File: src/core/flw_consts.svh
// register offsets, reset values and timing counts of the lockup watchdog
`ifndef FLW_CONSTS_SVH
`define FLW_CONSTS_SVH
`define FLW_ADDR_W             32
`define FLW_OFF_ARM_KICK_LOW   32'h01FF8040
`define FLW_OFF_ARM_KICK_HIGH  32'h01FF8041
`define FLW_OFF_PERIOD_LOW     32'h01FF8042
`define FLW_OFF_PERIOD_HIGH    32'h01FF8043
`define FLW_KEY_FIRST          8'h0F
`define FLW_KEY_SECOND         8'hF0
`define FLW_RST_PERIOD         8'h00
`define FLW_RST_READ           8'h00
`define FLW_CLK_PERIOD_NS      8
`define FLW_RST_HOLD_CLKS      8
`endif

File: src/core/flw_pkg.sv
// types shared by the lockup watchdog
package flw_pkg;
  typedef enum logic [1:0] {
    FLW_IDLE,
    FLW_SEEK_FIRST,
    FLW_SEEK_SECOND
  } flw_arm_t;
endpackage : flw_pkg

File: src/core/flw_watchdog.sv
// firmware lockup watchdog: write-once period, keyed arm and kick, reset pulse
// Notes on behaviour
// load period, then 0Fh, F0h arms
// arm/kick register always reads zero
// once armed, only reset stops it
// inactive after reset until full sequence
// timeout equals N millisecond ticks, N 0-255
// period register reads back accepted N
// only first period write takes effect
// stray bytes after 0Fh ignored, F0h arms
// kick only by alternating 0Fh, F0h
// timeout may run up to one tick long
// firmware starts the millisecond tick first
// counter advances only on millisecond tick
// arm and kick reload counter from period
// one decrement per tick, on clock edge
// at zero, next tick fires both resets
// resets release eight clocks after firing
// period zero fires at first tick
//
// The plain strobed port was chosen for this implementation.
`timescale 1ns/1ps
`include "flw_consts.svh"
module flw_watchdog #(
  parameter int unsigned PERIOD_W = 8,
  parameter int unsigned HOLD_W   = 4
) (
  // clock and reset
  input  wire logic                   core_clk_i,
  input  wire logic                   rst_b_i,
  // register port
  input  wire logic [`FLW_ADDR_W-1:0] reg_addr_i,
  input  wire logic [7:0]             reg_wdata_i,
  input  wire logic                   reg_wr_i,
  input  wire logic                   reg_rd_i,
  output logic      [7:0]             reg_rdata_o,
  // timing chain
  input  wire logic                   millisecond_tick_i,
  // reset outputs and status
  output logic                        wdog_int_rst_o,
  output logic                        board_rst_out_n_o,
  output logic                        wdog_armed_o
);

  localparam logic [HOLD_W-1:0] HOLD_LAST = HOLD_W'(`FLW_RST_HOLD_CLKS - 1);

  // address compare used by both read and write decode
  function automatic logic hit(input logic [`FLW_ADDR_W-1:0] a,
                               input logic [`FLW_ADDR_W-1:0] off);
    hit = (a == off);
  endfunction : hit

  logic [PERIOD_W-1:0] period_ff;
  logic                period_lock_ff;
  flw_pkg::flw_arm_t   seq_ff;
  logic                armed_ff;
  logic [PERIOD_W-1:0] count_ff;
  logic                firing_ff;
  logic [HOLD_W-1:0]   hold_ff;

  // write and read decode
  wire wr_kick   = reg_wr_i & hit(reg_addr_i, `FLW_OFF_ARM_KICK_LOW);
  wire wr_period = reg_wr_i & hit(reg_addr_i, `FLW_OFF_PERIOD_LOW);
  wire rd_period = reg_rd_i & hit(reg_addr_i, `FLW_OFF_PERIOD_LOW);
  wire key_first  = wr_kick & (reg_wdata_i == `FLW_KEY_FIRST);
  wire key_second = wr_kick & (reg_wdata_i == `FLW_KEY_SECOND);
  // second key completes an arm or a kick; other bytes leave the state alone
  wire key_done = key_second & (seq_ff == flw_pkg::FLW_SEEK_SECOND); // see
  wire expired  = armed_ff & ~firing_ff & (count_ff == '0) & millisecond_tick_i; // see

  // sequencer: waits for period load, then alternates 0Fh / F0h
  flw_pkg::flw_arm_t nxt_seq;
  always_comb begin
    nxt_seq = seq_ff;
    case (seq_ff)
      flw_pkg::FLW_IDLE:        if (period_lock_ff) nxt_seq = flw_pkg::FLW_SEEK_FIRST;
      flw_pkg::FLW_SEEK_FIRST:  if (key_first) nxt_seq = flw_pkg::FLW_SEEK_SECOND;
      flw_pkg::FLW_SEEK_SECOND: if (key_done) nxt_seq = flw_pkg::FLW_SEEK_FIRST;
      default:                  nxt_seq = flw_pkg::FLW_IDLE;
    endcase
  end

  // period register, write-once after reset
  always_ff @(posedge core_clk_i or negedge rst_b_i) begin
    if (!rst_b_i) begin
      period_ff      <= PERIOD_W'(`FLW_RST_PERIOD);
      period_lock_ff <= 1'b0;
    end else if (wr_period && !period_lock_ff) begin
      period_ff      <= reg_wdata_i[PERIOD_W-1:0];
      period_lock_ff <= 1'b1;
    end
  end

  // arm state and key sequencer
  always_ff @(posedge core_clk_i or negedge rst_b_i) begin
    if (!rst_b_i) begin
      seq_ff   <= flw_pkg::FLW_IDLE;
      armed_ff <= 1'b0;
    end else begin
      seq_ff <= nxt_seq;
      if (key_done) armed_ff <= 1'b1; // never cleared by a write, see
    end
  end

  // down counter: reload on arm/kick, step only on the shared tick; the tick is
  // free-running so the first step may fall anywhere in the first millisecond,
  // which lets the timeout run up to one tick long, see
  always_ff @(posedge core_clk_i or negedge rst_b_i) begin
    if (!rst_b_i) begin
      count_ff <= '0;
    end else if (key_done) begin
      count_ff <= period_ff;
    end else if (armed_ff && millisecond_tick_i && count_ff != '0) begin
      count_ff <= count_ff - PERIOD_W'(1); // see
    end
  end

  // reset pulse generator, held for a fixed number of clocks then released
  always_ff @(posedge core_clk_i or negedge rst_b_i) begin
    if (!rst_b_i) begin
      firing_ff <= 1'b0;
      hold_ff   <= '0;
    end else if (expired) begin
      firing_ff <= 1'b1;
      hold_ff   <= '0;
    end else if (firing_ff) begin
      hold_ff <= hold_ff + HOLD_W'(1);
      if (hold_ff == HOLD_LAST) firing_ff <= 1'b0;
    end
  end

  // outputs; firing also drives the system reset that clears this block
  always_ff @(posedge core_clk_i or negedge rst_b_i) begin
    if (!rst_b_i) begin
      wdog_int_rst_o    <= 1'b0;
      board_rst_out_n_o <= 1'b1;
      wdog_armed_o      <= 1'b0;
    end else begin
      wdog_int_rst_o    <= expired | (firing_ff & hold_ff != HOLD_LAST);
      board_rst_out_n_o <= ~(expired | (firing_ff & hold_ff != HOLD_LAST));
      wdog_armed_o      <= armed_ff | key_done;
    end
  end

  // read data one cycle after strobe; arm/kick and unmapped read as zero
  always_ff @(posedge core_clk_i or negedge rst_b_i) begin
    if (!rst_b_i) begin
      reg_rdata_o <= `FLW_RST_READ;
    end else if (rd_period) begin
      reg_rdata_o <= 8'(period_ff);
    end else begin
      reg_rdata_o <= `FLW_RST_READ;
    end
  end

endmodule : flw_watchdog

File: config.mk
export PLATFORM = sky130hd
export DESIGN_NAME = flw_watchdog
export DESIGN_NICKNAME = d
export VERILOG_FILES = /design/src/core/flw_pkg.sv /design/src/core/flw_watchdog.sv
export VERILOG_INCLUDE_DIRS = /design/src /design/src/core
export SDC_FILE = /design/constraint.sdc
export NUM_CORES = 1
export LEC_CHECK = 0
export ABC_AREA = 1
export BUFFER_PORTS_ARGS = -buffer_cell sky130_fd_sc_hd__buf_2
export CAP_MARGIN = 20
export CORE_MARGIN = 2
export CORE_UTILIZATION = 57
export CTS_CLUSTER_DIAMETER = 30
export CTS_CLUSTER_SIZE = 25
export DETAILED_ROUTE_END_ITERATION = 8
export PLACE_DENSITY = 0.89
export SYNTH_ARGS = -nofsm -noshare
export SYNTH_HDL_FRONTEND = slang
export SYNTH_SLANG_ARGS = --single-unit
File: constraint.sdc
create_clock -name core_clk_i -period 2.4 [get_ports core_clk_i]
set_clock_uncertainty 0.1 [all_clocks]
set_input_delay 0.12 -clock core_clk_i [delete_from_list [all_inputs] [get_ports core_clk_i]]
set_output_delay 0.12 -clock core_clk_i [all_outputs]
set_load 0.1 [all_outputs]
==> flow_metrics.tcl <==
set metrics [dict create \
    status "complete, no violations" \
    grt_pass1_wl_mm 8.335 \
    drc 0 \
    initialDrtViolationCount 166 \
    synth_top_area_share_pct 40.24 \
    dr_total_vias 2121 \
    regToRegSetupSlack_ns 0.68 \
    path_cells "inv_1 > ha_1 > nand3_1 > nor2_1 > nor2_2 > inv_2 > nor2_1 > o21ai_0 > nand2_1 > inv_1" \
    die_h_um 64.91 \
    post_cts_buffers 0 \
    startpoint_type "flop" \
    drive_above_1_share_pct 22.93 \
    irDropWorstVdd_mv 0.4547 \
    grt_max_degree 36 \
    syn-cell-area_um2 2115 \
    drt_pass1_iterations 4 \
    dpl.cell_count 395 \
    cts_buffers 5 \
    cts_root_buffer "clkbuf_8" \
    cp-end-kind "flop" \
    antenna_found_initial 0 \
    fin_crit_sh_pct 71.61 \
    critPathArrivalTime_ns 1.86 \
    synth_nets 342 \
    worst_path_max_delay_cell "dfrtp_1" \
    worstMarginPinSlew_ns 0.7325 \
    design_area_um2 2621 \
    maxCapViolations 0 \
    dp_slack_ns 0.7567 \
    initial_core_util_pct 58.64 \
    synth-seq-cells 35 \
    fin_cells 410 \
    slew_headroom_pct 51.17 \
    grtUsageTotal_pct 26.01 \
    gr-total-overflow 0 \
    diodes 0 \
    io_pins 56 \
    setup_tns_ns 0 \
    yosysUniqueCellTypes 30 \
    cts_resized 0 \
    hold_viol 0 \
    area_delta_synth_final_pct 23.96 \
    placed_cell_area_um2 2434 \
    numPortBuffers 55 \
    grt_pass1_vias 2069 \
    final_core_util_pct 72.69 \
    min_path_type "in -> reg" \
    cts_tree "done" \
    clockBufferDepth 2 \
    mostFrequentLayoutCells "nand2_1 (73), nor2_1 (58), buf_2 (55)" \
    fin_nets 409 \
    synth_area_leaders "dfrtp_1 (40%), nand2_1 (13%), nor2_1 (10%)" \
    insertion_delay_ns 0.30 \
    rows 22 \
    worstPathMaxFanout 14 \
    postSynthAreaPerCell_um2 7.192 \
    yosysSeqAreaShare_pct 41.48 \
    min_period_ns 1.719 \
    worstSetupPathType "reg -> reg" \
    cp_data_required_time_ns 2.54 \
    synth_area_leader_cell "dfrtp_1" \
    clkTransAtPathRegs_ns 0.07 \
    die_x_um 64.91 \
    rsz0062_at_grt "false" \
    wl_mm 4.954 \
    die_area_um2 4213 \
    clock_sinks 35 \
    mostFrequentLayoutCell "nand2_1" \
    core_area_um2 3606 \
    fmax_mhz 581.9 \
    powerDensity_nw_per_um2 598.6 \
    setup_viol 0 \
    layout_setup_ws_ns 0.6815 \
    vias_per_cell 5.173 \
    syn_inst 294 \
    wl_per_cell_um 12.08 \
    routabilityCongestion 0.9617 \
    ant_nets 0 \
    dp_hpwl_mm 3.632 \
    p_leak_nw 1.374 \
    cts_max_level 2 \
    finalMaxSlewViolations 0 \
    yosysWarnings 0 \
    cpPeakStageDelay_ns 0.38 \
]
## logic make-up (layout without fill, tap and decap cells)
family                   count (synthesis)  count (layout)  share of synthesized area (%)
AO/OA/AOI/OAI                           11              11                          2.603
buffers and inverters                   43             111                          8.047
AND/OR/NAND/NOR                        196             196                          43.61
adder cells (fa/ha/maj)                  3               3                          1.775
XOR/XNOR                                 6               6                          2.485
flip-flops                              35              35                          41.48
## flip-flops by register name, indices dropped and copies added, names as in the netlist, 2 cells and up
| register | count |
|---|---|
| count_ff | 8 |
| period_ff | 8 |
| reg_rdata_o | 8 |
| hold_ff | 4 |
| seq_ff | 2 |
## what timing repair did
item                                   4_1_cts  5_1_grt
setup endpoints to repair                    0        0
endpoints found under the hold margin       40        0
hold buffers                                 7        0
## cell type report
type | count | area, µm²
Fill cell | 296 | 984.7
Clock inverter | 2 | 35.03
Inverter | 41 | 153.9
Sequential cell | 35 | 877.1
Tap cell | 48 | 60.06
Timing Repair Buffer | 62 | 345.3
Clock buffer | 6 | 82.58
Multi-Input combinational cell | 216 | 1067
## cell usage after synthesis
master / count
nand4_1: 8
or2_4: 1
nor2_1: 58
nand4_4: 2
dfrtp_1: 34
buf_2: 1
or2_2: 1
nand3_2: 1
xnor2_1: 1
a21oi_1: 5
inv_1: 39
nand2_1: 73
nor3_4: 1
nand3b_1: 1
nand2_2: 3
and2_1: 2
buf_6: 1
o21ai_0: 6
nor3_1: 2
xor2_1: 5
nor4_1: 1
nor2_4: 3
nand3_1: 32
dfstp_2: 1
or2_1: 1
clkinv_1: 1
nor2_2: 5
inv_2: 1
ha_1: 3
nor3_2: 1
## path summary, 6_finish.rpt
| path | startpoint | endpoint | cells after the start |
|---|---|---|---|
| max reg2reg | count_ff[0] | count_ff[0] | 10 |
| max | count_ff[0] | count_ff[0] | 10 |
| max in group asynchronous | rst_b_i | period_ff[1] | 2 |
| min in group asynchronous | rst_b_i | reg_rdata_o[7] | 2 |
| min | reg_wdata_i[6] | period_ff[6] | 3 |
| min reg2reg | period_ff[0] | period_ff[0] | 2 |
## routing by layer
metal  vias to the layer above  part of all wire [%]  track usage, %
met5                         -                     0               0
met4                         0                   2.1           9.840
met3                        12                   6.2           6.944
met2                        78                    53           49.36
met1                       980                    38           26.92
li1                       1051                     -               -
## through the flow
stage,total power [mW],hold WS [ns]
final,1.569,0.05390
after global routing,1.632,0.07206
after CTS,1.574,0.05500
after detailed placement,1.016,0.1258
after global placement,1.004,0.1245
after floorplan,0.9112,-0.2756
## worst max-delay path: cells and delay by family, from the launching register on
kind,cells,cell delay (ns)
AO/OA/AOI/OAI,1,0.16
adder cells (fa/ha/maj),1,0.18
buffers and inverters,3,0.38
flip-flops,1,0.38
AND/OR/NAND/NOR,5,0.47
## power breakdown
part           leakage (nW)  total (mW)  internal (mW)  switching, mW
clock network        0.0612       0.554          0.336          0.218
logic                 0.858       0.333          0.105          0.228
registers             0.454       0.682          0.642         0.0405
total                  1.37        1.57           1.08          0.487
Note: power is estimated with default switching activity, not from simulation.
